$ cat src/logic/stc_pkg.sv
// Package: frame layout, command map and mode codes of the SPI target port
package stc_pkg;
  // Frame layout
  localparam int FRAME_BITS = 32;
  localparam int ADDR_W = 7;
  localparam int RW_BIT = 7;
  localparam int DATA_LSB = 8;
  localparam int DATA_W = 16;
  localparam int CMD_W = 24;
  localparam logic [5:0] CNT_FULL = 6'h20;
  localparam logic [5:0] CNT_SAT = 6'h3F;
  // Reply word fields, shifted out least significant bit first
  localparam int REPLY_ERR_BIT = 0;
  localparam int REPLY_FAIL_BIT = 1;
  localparam int REPLY_MODE_LSB = 2;
  // Command map
  localparam logic [6:0] MODE_ADDR = 7'h01;
  localparam logic [6:0] WDOG_ADDR = 7'h02;
  localparam logic [6:0] STAT_ADDR = 7'h3F;
  localparam int CLEAR_FAIL_BIT = 0;
  localparam int FIFO_DEPTH = 16;
  // Device operating modes
  localparam int MODE_W = 3;
  localparam logic [2:0] MODE_INIT = 3'h0;
  localparam logic [2:0] MODE_NORMAL = 3'h1;
  localparam logic [2:0] MODE_STOP = 3'h2;
  localparam logic [2:0] MODE_SLEEP = 3'h3;
  localparam logic [2:0] MODE_RESTART = 3'h4;
  localparam logic [2:0] MODE_FAILSAFE = 3'h5;
  // Reset levels of the select synchroniser (deselected)
  localparam logic CS_RST = 1'b1;

  typedef enum logic [1:0] {ST_IDLE, ST_FRAME, ST_PEND} stc_state_t;
endpackage : stc_pkg

$ cat src/logic/stc_spi_target.sv
// SPI target command port with its command FIFO
`timescale 1ns/1ps

module stc_fifo #(
  parameter int WIDTH = 24,
  parameter int DEPTH = 16
) (
  // Clock and reset
  input wire logic clk,
  input wire logic sys_rst,
  // Filling side
  input wire logic in_valid,
  output logic in_ready,
  input wire logic [WIDTH-1:0] in_data,
  // Draining side
  output logic out_valid,
  input wire logic out_ready,
  output logic [WIDTH-1:0] out_data
);
  localparam int AW = $clog2(DEPTH);

  generate
    if (DEPTH < 2 || (1 << AW) != DEPTH) begin : g_bad_depth
      $error("stc_fifo: DEPTH must be a power of two of at least 2");
    end
  endgenerate

  typedef struct packed {
    logic [AW:0] wp;
    logic [AW:0] rp;
  } stc_fifo_st_t;

  stc_fifo_st_t r, n;
  logic [WIDTH-1:0] mem [DEPTH];
  logic full;
  logic empty;
  logic push;
  logic pop;

  // Extra pointer bit tells full from empty
  assign empty = (r.wp == r.rp);
  assign full = (r.wp[AW-1:0] == r.rp[AW-1:0]) && (r.wp[AW] != r.rp[AW]);
  assign in_ready = !full;
  assign out_valid = !empty;
  assign out_data = mem[r.rp[AW-1:0]];
  assign push = in_valid && !full;
  assign pop = out_ready && !empty;

  always_comb begin
    n = r;
    if (push) begin
      n.wp = r.wp + 1'b1;
    end
    if (pop) begin
      n.rp = r.rp + 1'b1;
    end
  end

  always_ff @(posedge clk) begin
    if (sys_rst) begin
      r <= '0;
    end else begin
      r <= n;
    end
    if (push) begin
      mem[r.wp[AW-1:0]] <= in_data;
    end
  end
endmodule : stc_fifo

// Overview of operation
// Port works in init, normal and stop modes.
// Port is off and ignores traffic in sleep, restart, fail-safe.
// Full-duplex 32-bit frames; each target has its own select.
// Frame starts when select goes low; shifting only while low.
// Received word is decoded only after select rises.
// Serial output released to high impedance when select rises.
// Input bit sampled on every falling link clock edge.
// Next output bit driven after each rising link clock edge.
// Input is never passed through to the output.
// Illegal writes are dropped whole and set the rejection flag.
// Rejection flag holds until an explicit clear command.
// Address bits 6:0, selector bit 7, data bits 23:8.
// Bad clock count or clock high at select edge flags next frame.
// Select high: clock and input ignored, state unchanged.
module stc_spi_target
  import stc_pkg::*;
#(
  parameter int DEPTH = FIFO_DEPTH
) (
  // Clock and reset
  input wire logic clk,
  input wire logic sys_rst,
  // Serial link pins
  input wire logic target_select_low,
  input wire logic sclk,
  input wire logic sdi,
  output logic sdo,
  output logic sdo_oe,
  // Device side
  input wire logic [2:0] dev_mode,
  input wire logic [DATA_W-1:0] resp_data,
  // Accepted commands
  output logic cmd_valid,
  input wire logic cmd_ready,
  output logic [CMD_W-1:0] cmd_data,
  // Status
  output logic spi_fail,
  output logic frame_err
);
  typedef struct packed {
    stc_state_t st;
    logic cs_m;
    logic cs_s;
    logic cs_q;
    logic ck_m;
    logic ck_s;
    logic ck_q;
    logic di_m;
    logic di_s;
    logic [FRAME_BITS-1:0] rx;
    logic [FRAME_BITS-1:0] tx;
    logic [5:0] cnt;
    logic ck_bad;
    logic err;
    logic fail;
    logic sdo;
    logic [CMD_W-1:0] pend;
  } stc_st_t;

  stc_st_t r, n;
  logic port_en;
  logic fall;
  logic rise;
  logic sel_fall;
  logic bad_end;
  logic rej;
  logic clr;
  logic [1:0] chk;
  logic fifo_in_ready;

  // Returns {reject, clear} for a complete command word
  function automatic logic [1:0] stc_check(input logic [CMD_W-1:0] w,
                                           input logic [2:0] m);
    logic wr;
    logic [ADDR_W-1:0] a;
    logic [2:0] req;
    logic rj;
    logic cl;
    wr = w[RW_BIT];
    a = w[ADDR_W-1:0];
    req = w[DATA_LSB +: MODE_W];
    rj = 1'b0;
    cl = 1'b0;
    if (wr && a == STAT_ADDR) begin
      cl = w[DATA_LSB + CLEAR_FAIL_BIT];
    end else if (wr && a == MODE_ADDR) begin
      rj = (req != MODE_NORMAL && req != MODE_STOP && req != MODE_SLEEP)
        || (m == MODE_STOP && req == MODE_SLEEP)
        || (m == MODE_INIT && req != MODE_NORMAL);
    end else if (wr && a != WDOG_ADDR) begin
      // Stop mode only allows mode change, watchdog and status clear
      rj = (m == MODE_STOP);
    end
    return {rj, cl};
  endfunction : stc_check

  assign port_en = (dev_mode == MODE_INIT) || (dev_mode == MODE_NORMAL)
    || (dev_mode == MODE_STOP);
  assign fall = r.ck_q && !r.ck_s;
  assign rise = !r.ck_q && r.ck_s;
  assign sel_fall = r.cs_q && !r.cs_s;
  assign bad_end = r.ck_s || r.ck_bad
    || (r.cnt != 6'h00 && r.cnt != CNT_FULL);
  assign chk = stc_check(r.rx[CMD_W-1:0], dev_mode);

  always_comb begin
    n = r;
    rej = 1'b0;
    clr = 1'b0;
    // Pins cross into clk through two flops each
    n.cs_m = target_select_low;
    n.cs_s = r.cs_m;
    n.cs_q = r.cs_s;
    n.ck_m = sclk;
    n.ck_s = r.ck_m;
    n.ck_q = r.ck_s;
    n.di_m = sdi;
    n.di_s = r.di_m;
    case (r.st)
      ST_IDLE: begin
        // Select high: nothing shifts
        if (port_en && sel_fall) begin
          n.st = ST_FRAME;
          n.ck_bad = r.ck_s;
          n.tx = {8'h00, resp_data, 3'h0, dev_mode, r.fail, r.err};
          n.sdo = r.err;
          n.err = 1'b0;
        end
      end
      ST_FRAME: begin
        if (!port_en) begin
          n.st = ST_IDLE;
          n.cnt = 6'h00;
        end else if (r.cs_s) begin
          n.st = ST_IDLE;
          n.cnt = 6'h00;
          if (bad_end) begin
            n.err = 1'b1;
          end else if (r.cnt == CNT_FULL) begin
            clr = chk[0];
            rej = chk[1];
            if (!chk[1]) begin
              n.pend = r.rx[CMD_W-1:0];
              n.st = ST_PEND;
            end
          end
        end else begin
          if (fall) begin
            n.rx = {r.di_s, r.rx[FRAME_BITS-1:1]};
            if (r.cnt != CNT_SAT) begin
              n.cnt = r.cnt + 6'h01;
            end
          end
          if (rise) begin
            // Output comes only from the reply word
            n.tx = {1'b0, r.tx[FRAME_BITS-1:1]};
            n.sdo = r.tx[1];
          end
        end
      end
      ST_PEND: begin
        // Full FIFO stalls here; frames are not accepted meanwhile
        if (fifo_in_ready) begin
          n.st = ST_IDLE;
        end
      end
      default: begin
        n.st = ST_IDLE;
      end
    endcase
    // Set wins over clear
    if (clr) begin
      n.fail = 1'b0;
    end
    if (rej) begin
      n.fail = 1'b1;
    end
  end

  always_ff @(posedge clk) begin
    if (sys_rst) begin
      r <= '0;
      r.cs_m <= CS_RST;
      r.cs_s <= CS_RST;
      r.cs_q <= CS_RST;
    end else begin
      r <= n;
    end
  end

  stc_fifo #(
    .WIDTH(CMD_W),
    .DEPTH(DEPTH)
  ) u_fifo (
    .clk(clk),
    .sys_rst(sys_rst),
    .in_valid(r.st == ST_PEND),
    .in_ready(fifo_in_ready),
    .in_data(r.pend),
    .out_valid(cmd_valid),
    .out_ready(cmd_ready),
    .out_data(cmd_data)
  );

  assign sdo = r.sdo;
  assign sdo_oe = (r.st == ST_FRAME);
  assign spi_fail = r.fail;
  assign frame_err = r.err;
endmodule : stc_spi_target

$ cat config.mk
export PLATFORM = sky130hd
export DESIGN_NAME = stc_spi_target
export DESIGN_NICKNAME = d
export VERILOG_FILES = /design/src/logic/stc_pkg.sv /design/src/logic/stc_spi_target.sv
export SDC_FILE = /design/constraint.sdc
export NUM_CORES = 1
export LEC_CHECK = 0
export BUFFER_PORTS_ARGS = -buffer_cell sky130_fd_sc_hd__buf_2
export CORE_UTILIZATION = 55
export DETAILED_ROUTE_END_ITERATION = 6
export PLACE_DENSITY = 0.72
export SYNTH_ARGS = -nofsm -noshare
export SYNTH_HDL_FRONTEND = slang
export SYNTH_SLANG_ARGS = --single-unit
$ cat constraint.sdc
create_clock -name clk -period 3.65 [get_ports clk]
set_input_delay 0 -clock clk [delete_from_list [all_inputs] [get_ports clk]]
set_output_delay 0 -clock clk [all_outputs]
set_load 0.01 [all_outputs]
======== Word level (Yosys, flattened, before mapping) ========
Memories as Yosys holds them, arrays and structs flattened. A register that Yosys moved wholly into a read port is not among the register bits.
Index checks and enable logic that the tools add are counted.
word-level totals
  bits in writable memories ............... 384
  output and inout bits ................... 29
  bits in registers ....................... 118
  input bits .............................. 25
  logic and storage cells ................. 142
  memories ................................ 1
cells by class
  reduce and logical (&&, ||, !) cells .... 38
  mux-type cells .......................... 51
  equality and inequality tests ........... 27
  bitwise operators ....................... 3
  add/sub/neg operators ................... 3
memories
  name        depth  bits a word  rd ports  clocked after Yosys merged registers in  write ports  line                  text
  u_fifo.mem  16     24           1         1                                        1            stc_spi_target.sv:34  logic [WIDTH-1:0] mem [DEPTH];
operators with widths
  cell                                                                     number
  32-bit two-way mux                                                       4
  24-bit two-way mux                                                       4
  32-bit one-hot mux with 2 select lines                                   1
  1-bit two-way mux                                                        25
  25-bit two-way mux                                                       1
  6-bit two-way mux                                                        4
  1-bit logical AND                                                        15
  2-bit two-way mux                                                        7
  3-bit by 2-bit inequality test with 1-bit output, second input constant  4
  6-bit inequality test, second input constant                             2
  5-bit by 1-bit adder with 5-bit output, second input constant            2
  5-bit AND reduction                                                      2
  4-bit two-way mux                                                        2
  2-bit by 1-bit inequality test with 1-bit output, second input constant  4
  7-bit by 1-bit equality test with 1-bit output, second input constant    1
  7-bit by 6-bit equality test with 1-bit output, second input constant    1
  7-bit by 2-bit inequality test with 1-bit output, second input constant  1
  6-bit by 1-bit adder with 6-bit output, second input constant            1
  3-bit by 2-bit equality test with 1-bit output, second input constant    2
  6-bit equality test, second input constant                               1
  1-bit logical OR                                                         6
  2-bit inequality test, second input constant                             3
  2-bit one-hot mux with 3 select lines                                    1
  3-bit AND reduction                                                      2
  other kinds (18)                                                         26

======== Depth between registers and ports, before layout ========
Gate-level depths: netlist of the first run.
  depth after elaboration ................. 13
  mapped depth ............................ 8
  gate-level depth less buffers ........... 7

======== By module ========
Synthesis of the first run repeated with hierarchy kept, for this count alone.
unflattened totals
  cell total of the unflattened synthesis .. 1121
  area total of the unflattened synthesis .. 19432.4 um^2
by module, submodules not included
  module          seq. area each (um^2)  area an instance (um^2)  instances  cells an instance
  stc_fifo        11811.3                15317.2                  1          637
  stc_spi_target  1981.9                 4115.2                   1          484

======== Worst setup path after synthesis of the first run ========
Ideal clock, no wire load.
  path type ............................... flip-flop to flip-flop
  from .................................... register u_fifo.r[7] (netlist bit)
  to ...................................... memory u_fifo.mem[3][0], enable pin
  cell stages (with the launch flop) ...... 6
  required time ........................... 3.215 ns
  setup slack ............................. 0.652 ns
  period minus slack after synthesis ...... 2.998 ns
  data arrival time ....................... 2.563 ns
  path buffers ............................ 1
  cell sequence ........................... dfxtp_1 buf_2 xnor2_1 nand4_1 o211ai_1 nor3_1
between the ends
  cells in the longest elaborated chain, start to end .. 6
ends and longest elaborated chain
  what                                     line                  text
  start, declared                          stc_spi_target.sv:33  stc_fifo_st_t r, n;
  start signal, assigned                   stc_spi_target.sv:63  r <= n;
  4-bit equality test                      stc_spi_target.sv:42  assign full = (r.wp[AW-1:0] == r.rp[AW-1:0]) && (r.wp[AW] != r.rp[AW]);
  1-bit logical AND                        stc_spi_target.sv:42
  1-bit zero test                          n/a
  1-bit logical AND                        stc_spi_target.sv:46  assign push = in_valid && !full;
  1-bit two-way mux                        stc_spi_target.sv:65  if (push) begin
  1-bit two-way mux (implied by the code)  stc_spi_target.sv:66  mem[r.wp[AW-1:0]] <= in_data;
  end, declared                            stc_spi_target.sv:34
Parallel ways exist; a longest one is shown, timed or not.

==> reports/metrics.cfg, run 1 <==
[outcome]
outcome=complete, no violations

[worst_setup_path]
worst-endpoint-arrival_ns=2.97
critical_path_peak_fanout=37
type_of_element_capturing_the_critical_path=primary output
worst_r2r_startpoint=u_fifo.r[7]$_SDFFE_PP0P_
critical_path.reg2reg.endpoint=u_fifo.mem[14][16]$_DFFE_PP_
cp_data_required_time_ns=3.65
reg2reg_depth=5
worst-r2r-setup-slack_ns=1.10
criticalPathCategory=flip-flop to primary output
critPathLaunchType=flip-flop
critical_path.endpoint=cmd_data[9]

[power_and_ir_drop]
combinationalPowerShare_pct=0.9
cell_internal_pwr_w=0.00876
power.clock.fraction_pct=43.5
power.static_leakage_nw=7.46
peakVddDrop_v=0.000341
switching_power_w=0.00208
sequentialPowerShare_pct=55.6
pwr_density_cell_nw_per_um2=499
p_sw_share_pct=19.2

[synthesis]
synthCells=1084
synthFlopType=sky130_fd_sc_hd__edfxtp_1
synth_cell_types=53
ys_seq_area_share_pct=72.1
syn_nets=1116
syn_avg_cell_area_um2=17.7
synth_enable_flop_cells=384
number_of_synthesized_register_bits=497
syn-cell-area_um2=19100
yosysWarnings=0
async_flop_share_pct=0

[clock_tree]
cts_htree_levels=2
clock_slew_at_reported_path_ffs_ns=0.06
cts_tree=built
clock_insertion_delay_worst_skew_ns=0.56
maximum_buffer_depth_of_the_clock_tree=3
total_cts_buffers=49
resize_count_post_cts=0
cts.sink_count=497
clockRootBuffer=sky130_fd_sc_hd__clkbuf_16

[final_layout]
layout-area-overhead-vs-synth_pct=13.4
mostFrequentLayoutCells=384 x sky130_fd_sc_hd__edfxtp_1, 120 x sky130_fd_sc_hd__mux4_2, 110 x sky130_fd_sc_hd__dfxtp_1
nets=1205
num_antenna_cells=0
fin_util_pct=64.1
n_fill_cell=2329
layout_commonest_cell=sky130_fd_sc_hd__edfxtp_1
final_layout_size_suffix_gt1_share_pct=24.2

[floorplan]
floorplan.die.height_um=189
core_um2=33900
design.die.area_um2=35500
die_width_um=189
design.portCount=54
fp-row-count=67
initial_utilization_pct=56.5

[sta]
max_clock_freq_ghz=0.337
share_of_the_clock_period_used_by_the_worst_path_after_layout_pct=81.4
finalSetupViolations=0
layout_min_cycle_time_ns=2.97
worst_slew_margin_rel_pct=26.0
slew_violations=0
timing.clock.skew_ns=0.0250
final.hold.worst_slack_ns=0.182
tns_ns=0
tightest_slew_ns=1.11
setup_repair_after_global_routing_missed_its_margin=no
fin_ws_ns=0.679
hold_violations=0

[routing]
final_antenna_net_count=0
finalWirelength_mm=38.9
route.detailed.vias_per_inst=5.99
route.detailed.wl_per_inst_um=23.4
drt-initial-drc-count=977
detailroute.via_count=9950
detail_route.first_pass.iterations=5
drc=0

[global_routing]
grt_start_max_net_pins=75
first_global_vias=9975
first_pass_grt_wire_length_mm=59.7
grt_antenna_before_repair=0
globalRoute.totalOverflow=0
global_route.usage.total_pct=22.6

[worst_hold_path]
timing.hold.worst_path_depth=3
hold_class=input port to flip-flop

[placed_design]
finalWeightedCongestion=0.752
portBuffers=53
place.detailed.hpwl_mm=21.7
pre_cts_ws_ns=1.18

[run]
max_cap_violations=0

## state kept, by name (all words and copies together) (netlist names), named ones only
signal,cells
frame_err,1
n,5
r,91
sdo,1
spi_fail,1
u_fifo.mem,384
u_fifo.r,10
## metal layers
metal  track usage [%]  up-vias  share of wire (%)
met1              32.4     5108                 43
met3              4.64       47                7.4
met5                 0        -                  0
met4              5.12        0                1.6
li1                  -     4444                  -
met2              36.0      351                 48
## kinds of logic (layout without fill, tap and decap cells)
kind of cell	count (synthesis)	in the layout	share of synthesized area (%)
buffers and inverters	73	202	1.75
XOR/XNOR	16	16	0.732
adder cells (fa/ha/maj)	7	7	0.458
AO/OA/AOI/OAI	118	118	4.49
AND/OR/NAND/NOR	249	249	6.18
multiplexers	124	124	14.3
flip-flops	497	497	72.1
## power by group through the flow
stage               Combinational, W  Sequential [W]  Clock [W]
finish                     0.0000975         0.00603    0.00471
global route                0.000108         0.00602    0.00501
floorplan                  0.0000500         0.00615          0
detailed placement         0.0000752         0.00615          0
global placement           0.0000737         0.00615          0
CTS                        0.0000967         0.00603    0.00479
## worst min-delay path by stage
stage	start	end	slack, ns
4_1_cts	target_select_low	n[104]$_SDFF_PP1_	0.16
2_1_floorplan	target_select_low	n[104]$_SDFF_PP1_	0.10
6_report	target_select_low	n[104]$_SDFF_PP1_	0.18
3_3_place_gp	target_select_low	n[104]$_SDFF_PP1_	0.18
5_1_grt	target_select_low	n[104]$_SDFF_PP1_	0.18
3_5_place_dp	target_select_low	n[104]$_SDFF_PP1_	0.19
## critical path: stages, from the launching register on
cell and delay (ns):
sky130_fd_sc_hd__dfxtp_4 0.73, sky130_fd_sc_hd__buf_12 0.38, sky130_fd_sc_hd__mux4_2 0.55, sky130_fd_sc_hd__mux4_2 0.54, sky130_fd_sc_hd__buf_2 0.17
## through the flow
| step | total power (W) | cell area, um^2 | instances |
|---|---|---|---|
| after floorplan | 0.00620 | 19100 | 1084 |
| after global placement | 0.00622 | 19900 | 1543 |
| after detailed placement | 0.00622 | 19900 | 1543 |
| after CTS | 0.0109 | 21700 | 1661 |
| after global routing | 0.0111 | 21700 | 1661 |
| final | 0.0108 | 21700 | 1661 |
## area by class of cell
type	instances	area [um^2]	area share (%)
clock buffer	63	1310	6.05
clock inverter	28	201	0.928
tap	448	561	2.58
multi-input combinational	514	5050	23.3
sequential	497	13800	63.6
timing repair buffer	103	748	3.45
inverter	8	30.0	0.138
## Yosys cell counts (all sizes together), types with 3 or more instances
cell     number  area (um^2)
dfxtp       113         2260
o21ai         7         35.0
nor4          3         18.8
o211ai        3         22.5
a211oi        3         27.5
edfxtp      384        11500
nor3          5         36.3
a21oi        51          270
ha            7         87.6
inv           7         26.3
nand4         4         25.0
a311oi       21          190
nand2       107          402
buf          28          164
nor2b        13         81.3
and3         15         93.8
xnor2        11         96.3
nor2         44          165
mux4        120         2700
mux2i         4         40.0
or2           3         18.8
o2bb2ai      23          226
xor2          5         43.8
nand2b       33          206
nand3        14         70.1
clkbuf       37          140
## timing repair
item,CTS,global route
hold endpoints to repair,45,0
endpoints found under the setup margin,0,0
setup buffers,0,0
hold buffers,27,0
(Power assumes the default switching activity.)
==> run 2: changes to the inputs <==
- clock period: 3.65 -> 2.8 ns (I/O delays scaled with it)
==> reports/metrics.cfg, run 2 (same netlist as run 1, synthesis figures left out) <==
[outcome]
outcome=complete, no violations

[worst_setup_path]
worst-endpoint-arrival_ns=2.63
reg2reg_depth=7
worst_r2r_startpoint=r[107]$_SDFFE_PP0P_
criticalPathCategory=flip-flop to primary output
critical_path_buf_inv_count=2
type_of_element_capturing_the_critical_path=primary output
critical-path-top-cell-by-count=sky130_fd_sc_hd__mux4_2
critical_path_peak_fanout=16
cp_data_required_time_ns=2.80
worstSetupPathDepth=4
path_cells=buf_4 > mux4_2 > mux4_2 > buf_2
critPathLaunchType=flip-flop
crit_family=multiplexers
timing.critical_path.slowest_stage_cell=sky130_fd_sc_hd__mux4_2
critical-path-max-stage-delay_ns=0.58

[global_routing]
first_global_vias=10200
grt_start_max_net_pins=59
globalRoute.totalOverflow=0
grt_antenna_before_repair=3
global_route.usage.total_pct=21.8
first_pass_grt_wire_length_mm=58.8

[routing]
route.detailed.wl_per_inst_um=22.6
drc=0
detail_route.first_pass.iterations=7
route.detailed.vias_per_inst=5.93
detailroute.via_count=9913
final_antenna_net_count=0
drt-initial-drc-count=742
finalWirelength_mm=37.8

[final_layout]
final_layout_size_suffix_gt1_share_pct=24.1
flip_flop_count_of_the_largest_register_after_layout=384
layout_commonest_cell=sky130_fd_sc_hd__edfxtp_1
mostFrequentLayoutCells=384 x sky130_fd_sc_hd__edfxtp_1, 120 x sky130_fd_sc_hd__mux4_2, 110 x sky130_fd_sc_hd__dfxtp_1
layout-area-overhead-vs-synth_pct=14.6
n_fill_cell=2290
nets=1219

[sta]
share_of_the_clock_period_used_by_the_worst_path_after_layout_pct=94.1
hold_violations=0
layout_min_cycle_time_ns=2.63
tightest_slew_ns=0.878
setup_repair_after_global_routing_missed_its_margin=no
max_clock_freq_ghz=0.380
timing.clock.skew_ns=0.00948
final.hold.worst_slack_ns=0.181
tns_ns=0
slew_violations=0
worst_slew_margin_rel_pct=41.3
finalSetupViolations=0

[placed_design]
portBuffers=53
place.detailed.hpwl_mm=21.9
finalWeightedCongestion=0.788

[worst_hold_path]
hold_class=input port to flip-flop
hp-start=target_select_low
timing.hold.worst_path_depth=3

[clock_tree]
cts.sink_count=497
resize_count_post_cts=0
clockRootBuffer=sky130_fd_sc_hd__clkbuf_16
clock_slew_at_reported_path_ffs_ns=0.06
clock_insertion_delay_worst_skew_ns=0.54
cts_tree=built
total_cts_buffers=49
cts_htree_levels=2
maximum_buffer_depth_of_the_clock_tree=3

[floorplan]
design.die.area_um2=35500
initial_utilization_pct=56.5
floorplan.die.height_um=189
fp-row-count=67
design.portCount=54
die_width_um=189
core_um2=33900

[power_and_ir_drop]
peakVddDrop_v=0.000469
power.static_leakage_nw=7.74
pwr_density_cell_nw_per_um2=640

[run]
max_cap_violations=0

-- run 2: cell count changes in the layout (fill, tap and decap cells not counted), sizes merged --
cell	before	now
buf	76	85
clkbuf	63	60
clkinv	21	18
clkinvlp	3	5
diode	0	2
dlygate4sd3	27	32
-- run 2: report_power, final --
part | leakage (nW) | switching, W | internal (W)
Combinational | 1.99 | 0.0000659 | 0.0000657
Sequential | 5.04 | 0.00000844 | 0.00785
Clock | 0.705 | 0.00265 | 0.00340
Total | 7.74 | 0.00272 | 0.0113
-- run 2: timing repair --
item,in CTS,in global routing
hold endpoints to repair,53,0
setup buffers,0,0
endpoints found under the setup margin,0,0
hold buffers,32,0
-- run 2: final timing paths --
check                       endpoint  slack (ns)
setup / recovery         cmd_data[9]        0.17
hold / removal     n[104]$_SDFF_PP1_        0.18
setup reg to reg  r[54]$_SDFFE_PP0P_        0.37
hold reg to reg    n[103]$_SDFF_PP1_        0.41
-- run 2: per-stage QoR --
stage	area [um^2]	setup slack [ns]	total power [W]	cells	util, %
2_1_floorplan	19100	0.225	0.00808	1084	-
3_3_place_gp	20100	0.521	0.00811	1552	59.5
3_5_place_dp	20100	0.447	0.00811	1552	59.5
4_1_cts	21900	0.0993	0.0141	1671	64.7
5_1_grt	21900	0.0575	0.0144	1671	64.7
6_report	21900	0.166	0.0140	1673	64.8
-- run 2: layout make-up --
class | count | area (um^2) | share of cell area, %
diodes | 2 | 5.00 | 0.0228
clock buffers | 60 | 1270 | 5.78
clock inverters | 27 | 201 | 0.918
inverters | 8 | 30.0 | 0.137
multi-input cells | 514 | 5050 | 23.0
flip-flops and latches | 497 | 13800 | 62.9
well taps | 448 | 561 | 2.56
repair buffers | 117 | 1020 | 4.63
-- run 2: metal layers --
| layer | share of wire (%) | GRT usage (%) |
|---|---|---|
| met5 | 0 | 0 |
| met4 | 1.7 | 5.12 |
| met3 | 6.1 | 3.46 |
| met2 | 49 | 36.1 |
| met1 | 43 | 30.7 |
-- run 2: worst min-delay path: stages --
cell and delay (ns):
sky130_fd_sc_hd__dlygate4sd3_1 0.52, sky130_fd_sc_hd__buf_2 0.09, sky130_fd_sc_hd__or2_2 0.08
==> run 3: changes to the inputs <==
- SETUP_SLACK_MARGIN: default -> 0.5
==> reports/metrics.cfg, run 3 (same netlist as run 1, synthesis figures left out) <==
[outcome]
outcome=complete, no violations

[global_routing]
grt_most_used_layer=met2
first_pass_grt_wire_length_mm=61.0
grt_met1_usage_pct=33.9
grt_antenna_before_repair=0
global_route.usage.total_pct=23.1
grt_use_met3_pct=3.89
grt.met2_usage_pct=36.4
globalRoute.totalOverflow=0
grt_start_max_net_pins=63
first_global_vias=10100

[routing]
finalWirelength_mm=41.0
final_antenna_net_count=0
detail_route.first_pass.iterations=5
route.detailed.wl_per_inst_um=24.1
detailroute.via_count=10200
route.detailed.vias_per_inst=5.97
drt-initial-drc-count=1019
drc=0

[sta]
final.hold.worst_slack_ns=0.180
layout_min_cycle_time_ns=2.58
fin_ws_ns=0.222
setup_repair_after_global_routing_missed_its_margin=yes
timing.clock.skew_ns=0.0270
finalSetupViolations=0
slew_violations=0
hold_violations=0
tightest_slew_ns=1.11
worst_slew_margin_rel_pct=26.2
tns_ns=0
max_clock_freq_ghz=0.388
share_of_the_clock_period_used_by_the_worst_path_after_layout_pct=92.1

[clock_tree]
total_cts_buffers=48
cts.sink_count=497
clock_insertion_delay_worst_skew_ns=0.56
cts_tree=built
clock_slew_at_reported_path_ffs_ns=0.06
cts_htree_levels=2
maximum_buffer_depth_of_the_clock_tree=3
clockRootBuffer=sky130_fd_sc_hd__clkbuf_16

[floorplan]
initial_utilization_pct=56.5
design.portCount=54
floorplan.die.height_um=189
design.die.area_um2=35500
die_width_um=189
fp-row-count=67
core_um2=33900

[power_and_ir_drop]
combinationalPowerShare_pct=0.9
p_total_w=0.0142
power.clock.fraction_pct=43.8
switching_power_w=0.00270
pwr_density_cell_nw_per_um2=628
p_sw_share_pct=19.0
sequentialPowerShare_pct=55.3
cell_internal_pwr_w=0.0115
power.static_leakage_nw=8.00
peakVddDrop_v=0.000504

[placed_design]
portBuffers=53
finalWeightedCongestion=0.809
place.detailed.hpwl_mm=22.5
pre_cts_ws_ns=0.489
dp.cells=1554

[final_layout]
layout_commonest_cell=sky130_fd_sc_hd__edfxtp_1
mostFrequentLayoutCells=384 x sky130_fd_sc_hd__edfxtp_1, 120 x sky130_fd_sc_hd__mux4_2, 110 x sky130_fd_sc_hd__dfxtp_1
final_layout_size_suffix_gt1_share_pct=26.8
layout-area-overhead-vs-synth_pct=18.2
final-instance-count-excl-fill=1700
nets=1244
flip_flop_count_of_the_largest_register_after_layout=384
num_antenna_cells=0

[worst_setup_path]
cp_data_required_time_ns=2.80
worst-endpoint-arrival_ns=2.58
critPathLaunchType=flip-flop
critical_path_peak_fanout=8
criticalPathCategory=flip-flop to primary output
type_of_element_capturing_the_critical_path=primary output

[worst_hold_path]
hold_class=input port to flip-flop

[run]
max_cap_violations=0

[run 3: cell count changes in the layout (fill, tap and decap cells not counted), moves of 5 or more]
| cell | change |
|---|---|
| sky130_fd_sc_hd__buf_6 | +21 |
| sky130_fd_sc_hd__buf_2 | -19 |
| sky130_fd_sc_hd__and3_1 | -10 |
| sky130_fd_sc_hd__and3_2 | +10 |
| sky130_fd_sc_hd__buf_4 | +9 |
| sky130_fd_sc_hd__buf_16 | +8 |
| sky130_fd_sc_hd__clkbuf_16 | +6 |
| sky130_fd_sc_hd__buf_12 | +5 |
| sky130_fd_sc_hd__dlygate4sd3_1 | -5 |
[run 3: critical path, cell delays in order, from the launching register on]
cell                      delay (ns)
sky130_fd_sc_hd__dfxtp_4        0.37
sky130_fd_sc_hd__buf_12         0.14
sky130_fd_sc_hd__buf_8          0.12
sky130_fd_sc_hd__buf_16         0.15
sky130_fd_sc_hd__mux4_2         0.57
sky130_fd_sc_hd__mux4_2         0.54
sky130_fd_sc_hd__buf_6          0.15
[run 3: layout make-up]
| cell class | instances | area, um^2 |
|---|---|---|
| Sequential cell | 497 | 13800 |
| Fill cell | 2216 | 11200 |
| Multi-Input combinational cell | 515 | 5070 |
| Timing Repair Buffer | 142 | 1630 |
| Clock buffer | 68 | 1370 |
| Tap cell | 448 | 561 |
| Clock inverter | 22 | 166 |
| Inverter | 8 | 30.0 |
[run 3: path summary, 6_finish.rpt]
check / from / endpoint / slack, ns / cells past startpoint
setup / recovery: flip-flop / cmd_data[2] / 0.22 / 6
setup reg to reg: u_fifo.r[7]$_SDFFE_PP0P_ / u_fifo.mem[5][18]$_DFFE_PP_ / 0.60 / 5
hold reg to reg: n[104]$_SDFF_PP1_ / n[103]$_SDFF_PP1_ / 0.41 / 1
hold / removal: target_select_low / n[104]$_SDFF_PP1_ / 0.18 / 3
[run 3: per-layer routing]
metal | up-vias | wire [um]
li1 | 4534 | -
met1 | 5188 | 17800
met2 | 382 | 19700
met3 | 53 | 2810
met4 | 0 | 650
met5 | - | 0
[run 3: power groups by stage]
| stage | Clock [W] | Combinational, W | Sequential, W |
|---|---|---|---|
| after CTS | 0.00633 | 0.000126 | 0.00785 |
| after global placement | 0 | 0.0000965 | 0.00801 |
| after global routing | 0.00662 | 0.000142 | 0.00785 |
| after floorplan | 0 | 0.0000652 | 0.00801 |
| final | 0.00623 | 0.000128 | 0.00785 |
| after detailed placement | 0 | 0.0000984 | 0.00801 |
[run 3: metrics by stage]
| step | utilization (%) | area (um^2) |
|---|---|---|
| CTS | 66.1 | 22400 |
| detailed placement | 59.6 | 20200 |
| global placement | 59.6 | 20200 |
| global route | 66.8 | 22600 |
| finish | 66.8 | 22600 |
| floorplan | - | 19200 |
[run 3: what timing repair did]
item / CTS / global route
cloned: 6 / 6
hold endpoints to repair: 57 / 0
pin swaps: 0 / 3
hold buffers: 27 / 0
buffers inserted: 9 / 8
setup endpoints to repair: 277 / 79
gates resized for setup: 23 / 11
